<file path="src/logic/pep_pkg.sv">
package pep_pkg;
	// *****************************************************************
	// command codes and bus addresses
	// *****************************************************************
	localparam logic [7:0] CMD_ON_OFF_CFG = 8'h02;
	localparam logic [7:0] CMD_FAULT_CLR = 8'h03;
	localparam logic [7:0] CMD_STACK_SEL = 8'h04;
	localparam logic [6:0] ARA_ADDR = 7'h0C;
	// own bus address, value is arbitrary
	localparam logic [6:0] DEV_ADDR_DFLT = 7'h24;
	// *****************************************************************
	// power_on_source_config fields
	// *****************************************************************
	localparam int CFG_RSV_MSB = 7;
	localparam int CFG_RSV_LSB = 5;
	localparam int CFG_PWR_RULE = 4;
	localparam int CFG_CMD = 3;
	localparam int CFG_PIN_OBEY = 2;
	localparam int CFG_POL = 1;
	localparam int CFG_DLY = 0;
	localparam logic [4:0] CFG_RST = 5'h00;
	// *****************************************************************
	// stack_member_select values
	// *****************************************************************
	localparam logic [7:0] STACK_ALL = 8'hFF;
	localparam logic [7:0] STACK_RST = 8'hFF;
	// *****************************************************************
	// status byte layout: low bits follow fault sources, top bit is data fault
	// *****************************************************************
	localparam int STS_SRC_W = 7;
	localparam int STS_CML = 7;
	// *****************************************************************
	// timing
	// *****************************************************************
	localparam int CLK_PERIOD_PS = 5000;
	localparam int EN_DEB_NS = 1000;
	localparam int EN_DEB_CYC = (EN_DEB_NS * 1000) / CLK_PERIOD_PS;
	localparam int BUS_FILT_NS = 20;
	localparam int BUS_FILT_CYC = (BUS_FILT_NS * 1000) / CLK_PERIOD_PS;
	// *****************************************************************
	// state types
	// *****************************************************************
	typedef enum logic [1:0] {
		PWR_OFF = 2'b00,
		PWR_RUN = 2'b01,
		PWR_HOLD = 2'b11,
		PWR_FALL = 2'b10
	} pep_pwr_t;
	typedef enum logic [3:0] {
		BUS_IDLE = 4'b0000,
		BUS_ADDR = 4'b0001,
		BUS_ADDR_ACK = 4'b0011,
		BUS_CMD = 4'b0010,
		BUS_CMD_ACK = 4'b0110,
		BUS_DATA = 4'b0111,
		BUS_DATA_ACK = 4'b0101,
		BUS_RD = 4'b0100,
		BUS_RD_ACK = 4'b1100
	} pep_bus_t;
endpackage : pep_pkg

</file>
<file path="src/logic/pep_in_filter.sv">
`timescale 1ns/1ps
// two-flop synchroniser followed by a stability filter
module pep_in_filter #(
	parameter int STABLE = 2,
	parameter bit INIT = 1'b1
) (
	// clock and reset
	input wire logic clk,
	input wire logic rst,
	// pin and filtered level
	input wire logic din,
	output logic dout
);
	logic sync1_r;
	logic sync2_r;
	logic [7:0] cnt_r;

	// synchroniser stages
	always_ff @(posedge clk or posedge rst) begin
		if (rst) begin
			sync1_r <= INIT;
			sync2_r <= INIT;
		end else begin
			sync1_r <= din;
			sync2_r <= sync1_r;
		end
	end

	// accept a new level only after it held for STABLE cycles
	always_ff @(posedge clk or posedge rst) begin
		if (rst) begin
			cnt_r <= 8'h00;
			dout <= INIT;
		end else if (sync2_r == dout) begin
			cnt_r <= 8'h00;
		end else if (cnt_r >= 8'(STABLE - 1)) begin
			cnt_r <= 8'h00;
			dout <= sync2_r;
		end else begin
			cnt_r <= cnt_r + 8'h01;
		end
	end
endmodule : pep_in_filter

</file>
<file path="src/logic/pep_cmd_top.sv">
// Overview of operation
// on/off config bits 7:5 are read-only and read zero.
// power-up rule clear: convert whenever input power present, pin ignored.
// power-up rule set: start/stop only from selected pin and/or command.
// command-obey bit gates the OPERATION on bit.
// pin-obey bit gates the control pin, and its undervoltage use.
// polarity zero means active-low pin without undervoltage use; one active-high.
// delay clear: pin turn-off holds, then ramps down within fall time.
// delay set: pin turn-off stops conversion at once.
// control pin is the enable/undervoltage pin.
// unlisted on/off config value rejected, status flagged, host alerted.
// 02h/04h are write/read byte; 03h is send byte only.
// fault clear clears status of selected phase or all on broadcast.
// fault clear releases the alert line.
// fault clear never restarts a latched-off converter.
// persisting fault re-sets its flag and alerts again.
// alert response answer releases alert, keeps status flags.
// pre-answer sources stay silent until cleared; new sources alert. Code also unblocks them on an off-to-on toggle.
// stack select value targets later phased commands.
// select 0..3 are phases, 4..254 invalid, 255 broadcast; reset broadcast.
// controller strap low is phase 0; followers use position strap.
// select naming phase absent from stack is rejected and flagged.
// OPERATION top bit enables conversion when command control selected.
// pin and command both selected: run only when both active.
// control pin synchronised and debounced before use.
`timescale 1ns/1ps
module pep_cmd_top
	import pep_pkg::*;
#(
	parameter logic [6:0] DEV_ADDR = pep_pkg::DEV_ADDR_DFLT
) (
	// clock and reset
	input wire logic CLOCK,
	input wire logic RST,
	// serial bus pins, open drain
	input wire logic SCL_I,
	input wire logic SDA_I,
	output logic SDA_O,
	output logic SDA_OE_N,
	output logic ALERT_O,
	output logic ALERT_OE_N,
	// straps and nonvolatile defaults
	input wire logic FOLLOWER_STRAP_PIN,
	input wire logic [1:0] STACK_POSITION_STRAP,
	input wire logic [1:0] STACK_LAST,
	input wire logic [4:0] NVM_ON_OFF_CFG,
	// converter side
	input wire logic ENABLE_UNDERVOLT_PIN,
	input wire logic PVIN_OK,
	input wire logic OPERATION_ON,
	input wire logic OPERATION_SOFT_OFF,
	input wire logic FAULT_LATCHED,
	input wire logic [6:0] FAULT_SRC,
	input wire logic [15:0] TOFF_DELAY_CYC,
	input wire logic [15:0] TOFF_FALL_CYC,
	// results
	output logic CONV_RUN,
	output logic RAMP_DOWN,
	output logic UVLO_ACTIVE,
	output logic [7:0] STATUS,
	output logic [7:0] STACK_SELECT,
	output logic [1:0] OWN_PHASE
);
	// *****************************************************************
	// input conditioning
	// *****************************************************************
	logic scl_f;
	logic sda_f;
	logic en_f;
	logic scl_q;
	logic sda_q;

	pep_in_filter #(.STABLE(BUS_FILT_CYC), .INIT(1'b1)) u_scl (
		.clk(CLOCK), .rst(RST), .din(SCL_I), .dout(scl_f));
	pep_in_filter #(.STABLE(BUS_FILT_CYC), .INIT(1'b1)) u_sda (
		.clk(CLOCK), .rst(RST), .din(SDA_I), .dout(sda_f));
	// control pin debounce
	pep_in_filter #(.STABLE(EN_DEB_CYC), .INIT(1'b0)) u_en (
		.clk(CLOCK), .rst(RST), .din(ENABLE_UNDERVOLT_PIN), .dout(en_f));

	// previous filtered bus levels for edge finding
	always_ff @(posedge CLOCK or posedge RST) begin
		if (RST) begin
			scl_q <= 1'b1;
			sda_q <= 1'b1;
		end else begin
			scl_q <= scl_f;
			sda_q <= sda_f;
		end
	end

	logic scl_rise;
	logic scl_fall;
	logic bus_start;
	logic bus_stop;
	assign scl_rise = scl_f & ~scl_q;
	assign scl_fall = ~scl_f & scl_q;
	assign bus_start = scl_f & scl_q & sda_q & ~sda_f;
	assign bus_stop = scl_f & scl_q & ~sda_q & sda_f;

	// *****************************************************************
	// strap capture and default load after reset release
	// *****************************************************************
	logic init_done_r;
	logic [1:0] own_phase_r;
	logic [4:0] cfg_r;
	logic [7:0] stack_sel_r;

	// controller takes phase 0, followers their position
	always_ff @(posedge CLOCK or posedge RST) begin
		if (RST) begin
			init_done_r <= 1'b0;
			own_phase_r <= 2'b00;
		end else if (!init_done_r) begin
			init_done_r <= 1'b1;
			own_phase_r <= FOLLOWER_STRAP_PIN ? STACK_POSITION_STRAP : 2'b00;
		end
	end

	// *****************************************************************
	// bus slave state machine
	// *****************************************************************
	pep_bus_t bus_st_r;
	logic [3:0] bit_cnt_r;
	logic [7:0] sh_r;
	logic [7:0] tx_r;
	logic [7:0] cmd_r;
	logic [7:0] data_r;
	logic [1:0] wr_cnt_r;
	logic rd_txn_r;
	logic ara_r;
	logic mack_r;
	logic sda_low_r;
	logic ara_done;
	logic wr_commit;
	logic clr_cmd;
	logic alert_r;
	logic [7:0] rd_byte;

	// read data: reserved config bits read zero
	always_comb begin
		rd_byte = 8'h00;
		if (ara_r) begin
			rd_byte = {DEV_ADDR, 1'b0};
		end else if (cmd_r == CMD_ON_OFF_CFG) begin
			rd_byte = {3'b000, cfg_r};
		end else if (cmd_r == CMD_STACK_SEL) begin
			rd_byte = stack_sel_r;
		end
	end

	// transfer ends: commit a byte write or run a send byte
	assign wr_commit = bus_stop && !rd_txn_r && wr_cnt_r == 2'd2;
	assign clr_cmd = bus_stop && !rd_txn_r && wr_cnt_r == 2'd1 && cmd_r == CMD_FAULT_CLR;
	assign ara_done = ara_r && bus_st_r == BUS_RD_ACK && scl_fall;

	always_ff @(posedge CLOCK or posedge RST) begin
		if (RST) begin
			bus_st_r <= BUS_IDLE;
			bit_cnt_r <= 4'h0;
			sh_r <= 8'h00;
			tx_r <= 8'h00;
			cmd_r <= 8'h00;
			data_r <= 8'h00;
			wr_cnt_r <= 2'd0;
			rd_txn_r <= 1'b0;
			ara_r <= 1'b0;
			mack_r <= 1'b0;
			sda_low_r <= 1'b0;
		end else if (bus_start) begin
			bus_st_r <= BUS_ADDR;
			bit_cnt_r <= 4'h0;
			sda_low_r <= 1'b0;
			ara_r <= 1'b0;
		end else if (bus_stop) begin
			wr_cnt_r <= 2'd0;
			bus_st_r <= BUS_IDLE;
			sda_low_r <= 1'b0;
			ara_r <= 1'b0;
		end else begin
			unique case (bus_st_r)
				BUS_IDLE: begin
					sda_low_r <= 1'b0;
				end
				BUS_ADDR, BUS_CMD, BUS_DATA: begin
					if (scl_rise) begin
						sh_r <= {sh_r[6:0], sda_f};
						bit_cnt_r <= bit_cnt_r + 4'h1;
					end else if (scl_fall && bit_cnt_r == 4'h8) begin
						bit_cnt_r <= 4'h0;
						sda_low_r <= 1'b1;
						if (bus_st_r == BUS_ADDR) begin
							rd_txn_r <= sh_r[0];
							if (sh_r[7:1] == DEV_ADDR) begin
								bus_st_r <= BUS_ADDR_ACK;
								wr_cnt_r <= sh_r[0] ? wr_cnt_r : 2'd0;
							end else if (sh_r == {ARA_ADDR, 1'b1} && alert_r) begin
								bus_st_r <= BUS_ADDR_ACK;
								ara_r <= 1'b1;
							end else begin
								bus_st_r <= BUS_IDLE;
								sda_low_r <= 1'b0;
							end
						end else if (bus_st_r == BUS_CMD) begin
							cmd_r <= sh_r;
							wr_cnt_r <= 2'd1;
							bus_st_r <= BUS_CMD_ACK;
						end else begin
							data_r <= sh_r;
							wr_cnt_r <= 2'd2;
							bus_st_r <= BUS_DATA_ACK;
						end
					end
				end
				BUS_ADDR_ACK, BUS_CMD_ACK, BUS_DATA_ACK: begin
					if (scl_fall) begin
						if (bus_st_r == BUS_ADDR_ACK && rd_txn_r) begin
							tx_r <= rd_byte;
							sda_low_r <= ~rd_byte[7];
							bus_st_r <= BUS_RD;
						end else begin
							sda_low_r <= 1'b0;
							// extra bytes after the data are not acknowledged
							bus_st_r <= (bus_st_r == BUS_ADDR_ACK) ? BUS_CMD :
								(bus_st_r == BUS_CMD_ACK) ? BUS_DATA : BUS_IDLE;
						end
					end
				end
				BUS_RD: begin
					if (scl_rise) begin
						bit_cnt_r <= bit_cnt_r + 4'h1;
					end else if (scl_fall) begin
						if (bit_cnt_r == 4'h8) begin
							bit_cnt_r <= 4'h0;
							sda_low_r <= 1'b0;
							bus_st_r <= BUS_RD_ACK;
						end else begin
							tx_r <= {tx_r[6:0], 1'b0};
							sda_low_r <= ~tx_r[6];
						end
					end
				end
				BUS_RD_ACK: begin
					if (scl_rise) begin
						mack_r <= ~sda_f;
					end else if (scl_fall) begin
						if (mack_r && !ara_r) begin
							tx_r <= rd_byte;
							sda_low_r <= ~rd_byte[7];
							bus_st_r <= BUS_RD;
						end else begin
							bus_st_r <= BUS_IDLE;
						end
					end
				end
				default: begin
					bus_st_r <= BUS_IDLE;
					sda_low_r <= 1'b0;
				end
			endcase
		end
	end

	// *****************************************************************
	// register writes and validity checks
	// *****************************************************************
	logic cfg_ok;
	logic sel_ok;
	logic bad_data;
	logic addressed;

	// reserved bits clear and a start source named when rule bit set
	assign cfg_ok = data_r[CFG_RSV_MSB:CFG_RSV_LSB] == 3'b000
		&& !(data_r[CFG_PWR_RULE] && data_r[CFG_CMD:CFG_PIN_OBEY] == 2'b00);
	// broadcast or a phase present in the stack
	assign sel_ok = data_r == STACK_ALL || data_r <= {6'h00, STACK_LAST};
	assign bad_data = wr_commit && ((cmd_r == CMD_ON_OFF_CFG && !cfg_ok)
		|| (cmd_r == CMD_STACK_SEL && !sel_ok) || cmd_r == CMD_FAULT_CLR);
	// phased commands act on this device only when it is selected
	assign addressed = stack_sel_r == STACK_ALL || stack_sel_r == {6'h00, own_phase_r};

	// on/off config, loaded from nonvolatile defaults after reset
	always_ff @(posedge CLOCK or posedge RST) begin
		if (RST) begin
			cfg_r <= CFG_RST;
		end else if (!init_done_r) begin
			cfg_r <= NVM_ON_OFF_CFG;
		end else if (wr_commit && cmd_r == CMD_ON_OFF_CFG && cfg_ok) begin
			cfg_r <= data_r[CFG_PWR_RULE:0];
		end
	end

	// stack member select
	always_ff @(posedge CLOCK or posedge RST) begin
		if (RST) begin
			stack_sel_r <= STACK_RST;
		end else if (wr_commit && cmd_r == CMD_STACK_SEL && sel_ok) begin
			stack_sel_r <= data_r;
		end
	end

	// *****************************************************************
	// status flags and alert
	// *****************************************************************
	logic [7:0] status_r;
	logic [7:0] blocked_r;
	logic [7:0] sts_set;
	logic [7:0] sts_nxt;
	logic [7:0] blk_nxt;
	logic fault_clr;
	logic run_rise;

	assign fault_clr = clr_cmd && addressed;
	assign sts_set = {bad_data, FAULT_SRC};
	// clear first, then live sources set again, set wins
	assign sts_nxt = (fault_clr ? 8'h00 : status_r) | sts_set;
	// answered sources stay silent until clear or off-on toggle
	assign blk_nxt = (fault_clr || run_rise) ? 8'h00 : (ara_done ? status_r : blocked_r);

	always_ff @(posedge CLOCK or posedge RST) begin
		if (RST) begin
			status_r <= 8'h00;
			blocked_r <= 8'h00;
			alert_r <= 1'b0;
		end else begin
			status_r <= sts_nxt;
			blocked_r <= blk_nxt;
			alert_r <= |(sts_nxt & ~blk_nxt);
		end
	end

	// *****************************************************************
	// conversion enable and turn-off profile
	// *****************************************************************
	pep_pwr_t pwr_st_r;
	logic [15:0] tcnt_r;
	logic pin_act;
	logic pin_ok;
	logic cmd_ok;
	logic want_run;
	logic run_q;

	// polarity selects active level
	assign pin_act = cfg_r[CFG_POL] ? en_f : ~en_f;
	assign pin_ok = !cfg_r[CFG_PIN_OBEY] || pin_act;
	assign cmd_ok = !cfg_r[CFG_CMD] || OPERATION_ON;
	// latch-off is owned outside and never cleared here
	assign want_run = PVIN_OK && !FAULT_LATCHED
		&& (!cfg_r[CFG_PWR_RULE] || (pin_ok && cmd_ok));

	always_ff @(posedge CLOCK or posedge RST) begin
		if (RST) begin
			pwr_st_r <= PWR_OFF;
			tcnt_r <= 16'h0000;
		end else begin
			unique case (pwr_st_r)
				PWR_OFF: begin
					if (want_run && init_done_r) begin
						pwr_st_r <= PWR_RUN;
					end
				end
				PWR_RUN: begin
					tcnt_r <= 16'h0000;
					if (!want_run) begin
						if (!PVIN_OK || FAULT_LATCHED) begin
							pwr_st_r <= PWR_OFF;
						end else if (cfg_r[CFG_PWR_RULE] && !pin_ok) begin
							pwr_st_r <= cfg_r[CFG_DLY] ? PWR_OFF : PWR_HOLD;
						end else begin
							pwr_st_r <= OPERATION_SOFT_OFF ? PWR_HOLD : PWR_OFF;
						end
					end
				end
				PWR_HOLD: begin
					if (want_run) begin
						pwr_st_r <= PWR_RUN;
					end else if (!PVIN_OK || FAULT_LATCHED) begin
						pwr_st_r <= PWR_OFF;
					end else if (tcnt_r >= TOFF_DELAY_CYC) begin
						tcnt_r <= 16'h0000;
						pwr_st_r <= PWR_FALL;
					end else begin
						tcnt_r <= tcnt_r + 16'h0001;
					end
				end
				PWR_FALL: begin
					if (want_run) begin
						pwr_st_r <= PWR_RUN;
					end else if (!PVIN_OK || FAULT_LATCHED || tcnt_r >= TOFF_FALL_CYC) begin
						pwr_st_r <= PWR_OFF;
					end else begin
						tcnt_r <= tcnt_r + 16'h0001;
					end
				end
			endcase
		end
	end

	// off-to-on toggle marker
	always_ff @(posedge CLOCK or posedge RST) begin
		if (RST) begin
			run_q <= 1'b0;
		end else begin
			run_q <= pwr_st_r == PWR_RUN;
		end
	end
	assign run_rise = pwr_st_r == PWR_RUN && !run_q;

	// *****************************************************************
	// outputs
	// *****************************************************************
	assign SDA_O = 1'b0;
	assign SDA_OE_N = ~sda_low_r;
	assign ALERT_O = 1'b0;
	assign ALERT_OE_N = ~alert_r;
	assign CONV_RUN = pwr_st_r != PWR_OFF;
	assign RAMP_DOWN = pwr_st_r == PWR_FALL;
	assign UVLO_ACTIVE = cfg_r[CFG_PIN_OBEY] && cfg_r[CFG_POL];
	assign STATUS = status_r;
	assign STACK_SELECT = stack_sel_r;
	assign OWN_PHASE = own_phase_r;
endmodule : pep_cmd_top

</file>
<file path="config.mk">
export PLATFORM = sky130hd
export DESIGN_NAME = pep_cmd_top
export DESIGN_NICKNAME = d
export VERILOG_FILES = /design/src/logic/pep_pkg.sv /design/src/logic/pep_in_filter.sv /design/src/logic/pep_cmd_top.sv
export SDC_FILE = /design/constraint.sdc
export NUM_CORES = 1
export LEC_CHECK = 0
export BUFFER_PORTS_ARGS = -buffer_cell sky130_fd_sc_hd__buf_2
export CORE_UTILIZATION = 30
export DETAILED_ROUTE_END_ITERATION = 6
export PLACE_DENSITY_LB_ADDON = 0.25
export SYNTH_ARGS = -nofsm -noshare
export SYNTH_HDL_FRONTEND = slang
export SYNTH_HIERARCHICAL = 1
export SYNTH_SLANG_ARGS = --single-unit
</file>
<file path="constraint.sdc">
create_clock -name CLOCK -period 3.5 [get_ports CLOCK]
set_input_delay 0.35 -clock CLOCK [delete_from_list [all_inputs] [get_ports CLOCK]]
set_output_delay 0.35 -clock CLOCK [all_outputs]
set_load 0.02 [all_outputs]
</file>
==> reports/results.ini, run 1 <==
[outcome]
status = finished clean

[final_layout]
fillers = 2385
largest_reg_flops = 16
diodes = 0
utilization_pct = 36.7
final_common_cell = dfrtp_1
area_growth_pct = 18.7
layout_common_cells = 116 x dfrtp_1, 80 x buf_2, 71 x nand2_1
drive_above_1_share_pct = 23.9
largest-register = tcnt_r
finalNetCount = 934

[job]
maxCapViolCount = 0

[cts]
post_cts_buffers = 0
path_clk_slew_ns = 0.06
cts_resized = 0
root_buffer = clkbuf_16
cts_buffers = 17
clockBufferDepth = 2
htree_levels = 4
cts_tree = built
clk_latency_ns = 0.42
cts.sinks = 132

[detailed_routing]
ant_nets = 0
vias_per_cell = 4.79
via_count = 5585
drc = 0
wl_per_cell_microns = 14.6
drtPass1Iterations = 4
drt_iter0_drc = 356
wl_microns = 17000

[min_path]
min_path_type = primary input to flop

[global_routing]
grt_max_degree = 57
grt_pass1_vias = 5435
grtUsageTotal_pct = 14.6
grt_pass1_wl_microns = 28400
antenna_found_initial = 0
gr-total-overflow = 0

[power_and_ir_drop]
power.density_mw_per_mm2 = 488
p_leak_nw = 4.00
peakVddDrop_uv = 367

[die]
ios = 83
core_sq_mm = 0.0238
die_area_sq_mm = 0.0251
die_h_microns = 158
rows = 56
die_w_microns = 158
initial_utilization_pct = 30.9

[setup_path]
max_stage_delay_ns = 0.46
worstPathCellList = ha_1 -> a2111oi_0 -> o21ai_1 -> a2111oi_4 -> o221ai_2 -> nor2_1 -> buf_4 -> a221o_1
worst_setup_path_end_kind = flop
arrival_ns = 3.19
critical_path.slowest_cell = dfrtp_1
setup.worst_path.class = flop to flop
critPathMaxFanout = 16
crit_required_ns = 3.86
crit_path_start_kind = flop

[placed_design]
hpwl_microns = 12600
portBuffers = 80
place_congestion = 0.767

[logic_synthesis]
ys_seq_area_share_pct = 45.3
synthArstFlopShare_pct = 100
synth-seq-cells = 132
syn_area_per_cell_sq_um = 9.94
synth_edf_count = 0
synth-main-ff-cell = dfrtp_1
synth_cell_types = 77
yosys_warnings = 6
synth_area_sq_mm = 0.00734
syn_inst = 738

[sta]
tightestPinTransition_ns = 0.906
drv_slew = 0
finalSetupTns_ns = 0
fmax_mhz = 353
hold_violations = 0
period_share_pct = 80.9
skew_ns = 0.00960
rsz0062_at_grt = no
relSlewSlack_pct = 39.2
setup_viol_count_final = 0
period_minus_slack_ns = 2.83

==> power breakdown <==
part           internal [mW]  leakage, nW  total, mW  switching (mW)
Sequential              1.62         1.68       1.78           0.156
Clock                  0.994        0.273       1.74           0.744
Combinational          0.304         2.05      0.732           0.429
==> timing repair <==
| action | CTS | global route |
|---|---|---|
| hold endpoints to repair | 7 | 0 |
| hold buffers | 1 | 0 |
| setup endpoints to repair | 0 | 0 |
==> per-layer routing <==
layer	GRT usage, %	share of wire, %
met1	20.2	51
met2	22.7	46
met3	3.32	2.9
met4	3.85	1.0
met5	0	0
==> logic make-up (layout without fill, tap and decap cells) <==
| group | after synthesis | count (layout) | share of synthesized area (%) |
|---|---|---|---|
| AND/OR/NAND/NOR | 238 | 238 | 17.0 |
| AO/OA/AOI/OAI | 169 | 169 | 16.0 |
| flip-flops | 132 | 132 | 45.3 |
| buffers and inverters | 87 | 184 | 4.71 |
| multiplexers | 54 | 54 | 8.15 |
| adder cells (fa/ha/maj) | 43 | 43 | 7.33 |
| XOR/XNOR | 11 | 11 | 1.31 |
| other | 4 | 15 | 0.205 |
==> Yosys cell counts (5+ instances only) <==
| library cell | n | area (sq um) |
|---|---|---|
| nand3_1 | 14 | 70.1 |
| a22oi_1 | 6 | 45.0 |
| nor4_1 | 5 | 31.3 |
| dfrtp_1 | 116 | 2900 |
| a21o_1 | 7 | 52.6 |
| nor2b_1 | 13 | 81.3 |
| a21oi_1 | 45 | 225 |
| inv_1 | 67 | 251 |
| nand4_1 | 10 | 62.6 |
| nor3_1 | 28 | 140 |
| a22o_1 | 16 | 140 |
| mux2i_1 | 14 | 140 |
| mux2_2 | 38 | 428 |
| ha_1 | 43 | 538 |
| and2_1 | 5 | 31.3 |
| o21ai_0 | 40 | 200 |
| xor2_1 | 6 | 52.6 |
| or3_1 | 6 | 37.5 |
| nand2b_1 | 8 | 50.1 |
| xnor2_1 | 5 | 43.8 |
| clkbuf_1 | 13 | 48.8 |
| o31ai_1 | 5 | 37.5 |
| nor2_1 | 49 | 184 |
| nand2_1 | 71 | 267 |
| dfstp_2 | 16 | 420 |
==> worst paths after layout <==
check	from	endpoint	slack, ns	depth (start not counted)
worst max-delay path	tcnt_r[3]	tcnt_r[7]	0.67	8
worst min-delay path	SDA_I	u_sda/sync1_r	0.02	1
worst max register to register	tcnt_r[3]	tcnt_r[7]	0.67	8
worst min register to register	u_en/sync1_r	u_en/sync2_r	0.35	0
max in group asynchronous	RST	sda_q	2.13	4
min in group asynchronous	RST	u_sda/cnt_r[1]	0.55	3
==> metrics by stage <==
step | cell area, sq um | worst slack [ns] | power, mW | cells | hold WS, ns
global placement | 8130 | 0.718 | 2.54 | 1132 | 0.335
CTS | 8710 | 0.627 | 4.29 | 1165 | 0.00395
detailed placement | 8130 | 0.648 | 2.54 | 1132 | 0.336
floorplan | 7380 | 0.576 | 2.31 | 749 | 0.200
finish | 8710 | 0.669 | 4.25 | 1165 | 0.0235
global route | 8710 | 0.453 | 4.47 | 1165 | 0.00705
==> worst max-delay path, delay by kind of cell (launching register included) <==
kind                     cells  cell delay, ns
AND/OR/NAND/NOR              1            0.18
buffers and inverters        1            0.22
flip-flops                   1            0.46
AO/OA/AOI/OAI                5            1.55
adder cells (fa/ha/maj)      1            0.33
==> area by class of cell <==
| type | count | area, sq um | area share [%] |
|---|---|---|---|
| Multi-Input combinational cell | 530 | 3710 | 42.6 |
| Sequential cell | 132 | 3320 | 38.2 |
| Timing Repair Buffer | 85 | 453 | 5.20 |
| Clock buffer | 17 | 425 | 4.88 |
| Tap cell | 319 | 399 | 4.58 |
| Inverter | 67 | 254 | 2.92 |
| Clock inverter | 15 | 148 | 1.69 |
Note: power is estimated with default switching activity, not from simulation.
==> inputs of run 2 (changes only) <==
--- a/config.mk
+++ b/config.mk
@@ -5,6 +5,7 @@
 export SDC_FILE = /design/constraint.sdc
 export NUM_CORES = 1
 export LEC_CHECK = 0
+export ABC_AREA = 1
 export BUFFER_PORTS_ARGS = -buffer_cell sky130_fd_sc_hd__buf_2
 export CORE_UTILIZATION = 30
 export DETAILED_ROUTE_END_ITERATION = 6
==> constraint.sdc (replaced) <==
create_clock -name CLOCK -period 2.9 [get_ports CLOCK]
set_input_delay 0.29 -clock CLOCK [delete_from_list [all_inputs] [get_ports CLOCK]]
set_output_delay 0.29 -clock CLOCK [all_outputs]
set_load 0.02 [all_outputs]
==> run 2 against run 1 <==
  * Fmax is 25% higher
  * Die area is 5.0% higher
  * Via count is 16% higher
  * Global-route usage is 0.12 points lower
  * Synthesized cell count is 37% higher
  * First-iteration DRC count is 9.0% lower
  * Sequential share of layout area is 1.9 points lower
  * Largest cell class unchanged
  * Hold slack better by 0.056 ns
  * Largest power group is now clock
  * Final cell count is 25% higher
  * Power is 16% higher
==> reports/results.ini, run 2 <==
[outcome]
status = finished clean

[global_routing]
antenna_found_initial = 0  ; unchanged
grt_max_degree = 66  ; +16%
gr-total-overflow = 0  ; unchanged
grt_pass1_wl_microns = 30100  ; +6.1%
grtUsageTotal_pct = 14.4  ; -0.12 points
grt_pass1_vias = 6197  ; +14%

[placed_design]
place_congestion = 0.849  ; +11%
hpwl_microns = 13400  ; +6.9%
portBuffers = 80  ; unchanged
dp_cells = 1423  ; +26%

[setup_path]
critPathMaxFanout = 16  ; unchanged
max_stage_delay_ns = 0.58  ; +0.12 ns
worstPathCellList = ha_1 -> nand2_1 -> nor2_4 -> nand3b_1 -> nor2_1 -> nand2_1 -> nand2_1 -> nand3_1 -> nand2_1 -> nand2_1 -> nor2_1 -> nand2_1
setup.worst_path.class = flop to flop
crit_path_start_kind = flop
cpMostUsedCell = nand2_1
crit_required_ns = 3.22  ; -0.64 ns
arrival_ns = 2.57  ; -0.62 ns
worst_setup_path_end_kind = flop
critical_path.slowest_cell = dfstp_2

[detailed_routing]
drtPass1Iterations = 5  ; +1
drt_iter0_drc = 324  ; -9.0%
via_count = 6471  ; +16%
drc = 0  ; unchanged
wl_per_cell_microns = 12.3  ; -16%
wl_microns = 17900  ; +5.0%
ant_nets = 0  ; unchanged
vias_per_cell = 4.44  ; -7.5%

[sta]
hold_violations = 0  ; unchanged
drv_slew = 0  ; unchanged
skew_ns = 0.00931  ; -0.000288 ns
relSlewSlack_pct = 61.1  ; +22 points
tightestPinTransition_ns = 0.582  ; -0.325 ns
finalSetupTns_ns = 0  ; unchanged
rsz0062_at_grt = no
period_minus_slack_ns = 2.26  ; -0.573 ns
setup_viol_count_final = 0  ; unchanged
period_share_pct = 77.9  ; -3.0 points
fmax_mhz = 443  ; +25%

[die]
rows = 58  ; +3.6%
initial_utilization_pct = 30.6  ; -0.27 points
die_area_sq_mm = 0.0263  ; +5.0%
die_w_microns = 162  ; +2.5%
ios = 83  ; unchanged
die_h_microns = 162  ; +2.5%
core_sq_mm = 0.0252  ; +6.0%

[logic_synthesis]
synth-main-ff-cell = dfrtp_1
synth_top_area_cell = dfrtp_1
ys_seq_area_share_pct = 43.1  ; -2.2 points
synth-seq-cells = 132  ; unchanged
synth_cell_types = 45  ; -42%
synthArstFlopShare_pct = 100  ; unchanged
syn_inst = 1014  ; +37%
synth_top_area_share_pct = 37.7  ; -1.9 points
yosysMostFrequentCell = nand2_1
synth_area_sq_mm = 0.00771  ; +5.1%
synth_edf_count = 0  ; unchanged
yosys_warnings = 6  ; unchanged
synth_area_leaders = dfrtp_1 38%, nand2_1 15%, inv_1 7.0%, ha_1 7.0%, dfstp_2 5.5%
syn_area_per_cell_sq_um = 7.60  ; -24%
synth_top_cells_by_count = 301 x nand2_1, 144 x inv_1, 116 x dfrtp_1

[power_and_ir_drop]
power.density_mw_per_mm2 = 538  ; +10%
p_leak_nw = 4.76  ; +19%
peakVddDrop_uv = 246  ; -33%

[job]
maxCapViolCount = 0  ; unchanged

[cts]
cts_hold_buf = 4  ; +3
cts_buffers = 17  ; unchanged
clockBufferDepth = 2  ; unchanged
clk_latency_ns = 0.42  ; about the same
cts_tree = built
path_clk_slew_ns = 0.06  ; about the same
cts_resized = 0  ; unchanged
post_cts_buffers = 0  ; unchanged
cts.sinks = 132  ; unchanged
root_buffer = clkbuf_16
htree_levels = 4  ; unchanged

[final_layout]
diodes = 0  ; unchanged
largest_reg_flops = 16  ; unchanged
final_common_cell = nand2_1
layout_common_cells = 301 x nand2_1, 143 x inv_1, 116 x dfrtp_1
drive_above_1_share_pct = 16.6  ; -7.3 points
area_growth_pct = 18.9
finalNonFillerCells = 1459  ; +25%
largest-register = tcnt_r
finalNetCount = 1217  ; +30%

[min_path]
min_path_type = primary input to flop

==> run 2: cell types whose count changed in the layout (fill, tap and decap cells not counted), sizes merged, moves of 16 or more <==
cell / before / now
nand2: 71 / 315
inv: 73 / 155
nor2: 50 / 115
nand3: 16 / 68
mux2: 40 / 0
o21ai: 42 / 61
a22o: 16 / 0
==> run 2: area by class of cell <==
| cell class | instances | area, sq um |
|---|---|---|
| clock inverters | 15 | 206 |
| well taps | 330 | 413 |
| multi-input cells | 723 | 3730 |
| repair buffers | 87 | 475 |
| flip-flops and latches | 132 | 3320 |
| inverters | 155 | 594 |
| clock buffers | 17 | 425 |
| fillers | 2634 | 16000 |
==> run 2: cells by family (layout without fill, tap and decap cells) <==
group	Yosys count	after routing	synth area share, %
flip-flops	132	132	43.1
AO/OA/AOI/OAI	115	115	8.78
adder cells (fa/ha/maj)	43	43	6.98
buffers and inverters	170	274	9.06
AND/OR/NAND/NOR	538	538	30.5
XOR/XNOR	12	12	1.36
other	4	15	0.195
==> run 2: worst paths after layout <==
path	from	to	slack (ns)	cells past startpoint
hold / removal	FAULT_SRC[0]	STATUS[0]	0.08	3
max in group asynchronous	RST	STACK_SELECT[0]	1.66	4
min in group asynchronous	RST	u_scl/cnt_r[5]	0.47	3
setup reg to reg	u_scl/dout	alert_r	0.64	12
hold reg to reg	u_en/sync1_r	u_en/sync2_r	0.35	0
setup / recovery	u_scl/dout	alert_r	0.64	12
==> run 2: per-stage QoR <==
step                area, sq um  hold WS (ns)  utilization [%]  worst slack, ns  power (mW)
floorplan                  7750         0.140                -           0.0361        2.48
global placement           8500         0.347             33.7            0.670        2.65
detailed placement         8500         0.340             33.7            0.594        2.66
CTS                        9170        0.0570             36.4            0.603        5.00
global route               9170        0.0743             36.4            0.337        5.17
finish                     9170        0.0791             36.4            0.641        4.93
==> run 2: per-layer routing <==
layer,vias to the layer above,GRT usage [%],part of all wire (%)
met5,-,0,0
met4,0,5.70,1.6
met3,20,2.76,4.3
met2,118,23.4,46
met1,2926,18.9,48
li1,3407,-,-
==> run 2: worst max-delay path: cells and delay by family, from the launching register on <==
kind	cells	cell delay [ns]
DFF	1	0.58
adders and majority gates	1	0.18
and+or+nand+nor	11	1.41
==> run 2: power by group <==
group	internal, mW	switching (mW)
sequential	1.92	0.0749
clock	1.44	0.867
combinational	0.183	0.435
total	3.55	1.38
==> inputs of run 3 (changes only) <==
==> constraint.sdc (replaced) <==
create_clock -name CLOCK -period 2.3 [get_ports CLOCK]
set_input_delay 0.23 -clock CLOCK [delete_from_list [all_inputs] [get_ports CLOCK]]
set_output_delay 0.23 -clock CLOCK [all_outputs]
set_load 0.02 [all_outputs]
==> run 3 against run 2 <==
  * Via count up 1.5%
  * Core utilization is 0.55 points higher
  * Final cell count is 1.1% higher
  * Design area rose by 1.5%
==> reports/results.ini, run 3 (same netlist as run 2, synthesis figures left out) <==
[outcome]
status = finished clean

[die]
ios = 83  ; unchanged
core_sq_mm = 0.0252  ; unchanged
die_h_microns = 162  ; unchanged
rows = 58  ; unchanged
die_area_sq_mm = 0.0263  ; unchanged
die_w_microns = 162  ; unchanged
initial_utilization_pct = 30.6  ; unchanged

[cts]
path_clk_slew_ns = 0.06  ; about the same
cts_tree = built
clockBufferDepth = 2  ; unchanged
htree_levels = 4  ; unchanged
root_buffer = clkbuf_16
cts_buffers = 17  ; unchanged
cts.sinks = 132  ; unchanged
clk_latency_ns = 0.43  ; about the same
post_cts_buffers = 0  ; unchanged

[detailed_routing]
drc = 0  ; unchanged
wl_per_cell_microns = 12.3  ; +0.37%
vias_per_cell = 4.45  ; +0.37%
drt_iter0_drc = 339  ; +4.6%
drtPass1Iterations = 5  ; unchanged
via_count = 6566  ; +1.5%
wl_microns = 18200  ; +1.5%
ant_nets = 0  ; unchanged

[placed_design]
dp_cells = 1434  ; +0.77%
portBuffers = 80  ; unchanged
place_area_sq_mm = 0.00859  ; +1.1%
place_congestion = 0.875  ; +3.2%
hpwl_microns = 13900  ; +3.4%

[sta]
rsz0062_at_grt = no
setup_viol_count_final = 0  ; unchanged
skew_ns = 0.0107  ; +0.00139 ns
relSlewSlack_pct = 66.0  ; +4.8 points
fmax_mhz = 482  ; +9.0%
drv_slew = 0  ; unchanged
finalSetupTns_ns = 0  ; unchanged
period_minus_slack_ns = 2.07  ; -0.186 ns
tightestPinTransition_ns = 0.510  ; -0.0719 ns
period_share_pct = 90.1  ; +12 points
hold_violations = 0  ; unchanged

[power_and_ir_drop]
peakVddDrop_uv = 319  ; +30%
power.density_mw_per_mm2 = 662  ; +23%
p_leak_nw = 4.84  ; +1.6%

[min_path]
min_path_type = primary input to flop

[global_routing]
grtUsageTotal_pct = 14.9  ; +0.43 points
grt_pass1_vias = 6357  ; +2.6%
antenna_found_initial = 0  ; unchanged
grt_pass1_wl_microns = 31000  ; +3.0%
grt_max_degree = 37  ; -44%
gr-total-overflow = 0  ; unchanged

[final_layout]
area_growth_pct = 20.7
utilization_pct = 37.0  ; +0.55 points
layout_common_cells = 300 x nand2_1, 143 x inv_1, 116 x dfrtp_1
diodes = 0  ; unchanged
drive_above_1_share_pct = 17.5  ; +0.90 points
largest-register = tcnt_r
final_common_cell = nand2_1
fin_area_sq_mm = 0.00931  ; +1.5%
largest_reg_flops = 16  ; unchanged
finalNetCount = 1233  ; +1.3%
finalNonFillerCells = 1475  ; +1.1%
fillers = 2626  ; -0.30%

[setup_path]
setup.worst_path.class = flop to flop
arrival_ns = 2.38  ; -0.19 ns
crit_required_ns = 2.61  ; -0.61 ns
worst_setup_path_end_kind = flop
crit_path_start_kind = flop
critPathMaxFanout = 16  ; unchanged

[job]
maxCapViolCount = 0  ; unchanged

[run 3: cell type report]
cell class                 count  area (sq um)  area share, %
timing repair buffer         103           621           6.67
multi-input combinational    723          3730           40.1
sequential                   132          3320           35.7
inverter                     155           596           6.40
tap                          330           413           4.44
clock buffer                  17           425           4.57
clock inverter                15           194           2.08
[run 3: metrics by stage]
| stage | power, mW | hold slack (ns) | setup WS [ns] |
|---|---|---|---|
| 6_report | 6.17 | 0.0354 | 0.227 |
| 5_1_grt | 6.47 | 0.0456 | 0.00162 |
| 4_1_cts | 6.26 | 0.0176 | 0.126 |
| 3_5_place_dp | 3.37 | 0.325 | 0.137 |
| 3_3_place_gp | 3.36 | 0.321 | 0.204 |
| 2_1_floorplan | 3.12 | 0.0803 | 0.435 |
[run 3: repair_timing]
action                                  4_1_cts  5_1_grt
endpoints found under the hold margin        52        0
endpoints found under the setup margin        0        8
gates resized for setup                       0        2
hold buffers                                  9        0
[run 3: power by group]
group	total, mW	switching, mW	internal (mW)	leakage (nW)
Combinational	0.801	0.555	0.246	2.86
Sequential	2.52	0.0938	2.42	1.69
Clock	2.85	1.11	1.73	0.293
Total	6.17	1.76	4.40	4.84
[run 3: metal layers]
metal	track usage [%]	wire length, microns	up-vias
met2	23.8	8430	112
met5	0	0	-
met3	3.06	724	25
li1	-	-	3442
met1	19.7	8630	2987
met4	5.62	370	0
[run 3: final timing paths]
check,endpoint,cells after the start,slack [ns],from
max in group asynchronous,STACK_SELECT[0],4,1.21,RST
min in group asynchronous,u_sda/cnt_r[3],3,0.41,RST
hold reg to reg,u_en/sync2_r,0,0.35,u_en/sync1_r
setup reg to reg,data_r[3],8,0.23,scl_q
hold / removal,STATUS[5],3,0.04,FAULT_SRC[5]
setup / recovery,data_r[3],8,0.23,scl_q
[run 3: critical path: stages, from the launching register on]
cell and delay, ns:
dfstp_2 0.54, inv_1 0.04, ha_1 0.31, nor2_1 0.30, inv_1 0.10, nor2_1 0.22
nand3_4 0.24, nand2_1 0.15, o21ai_2 0.06
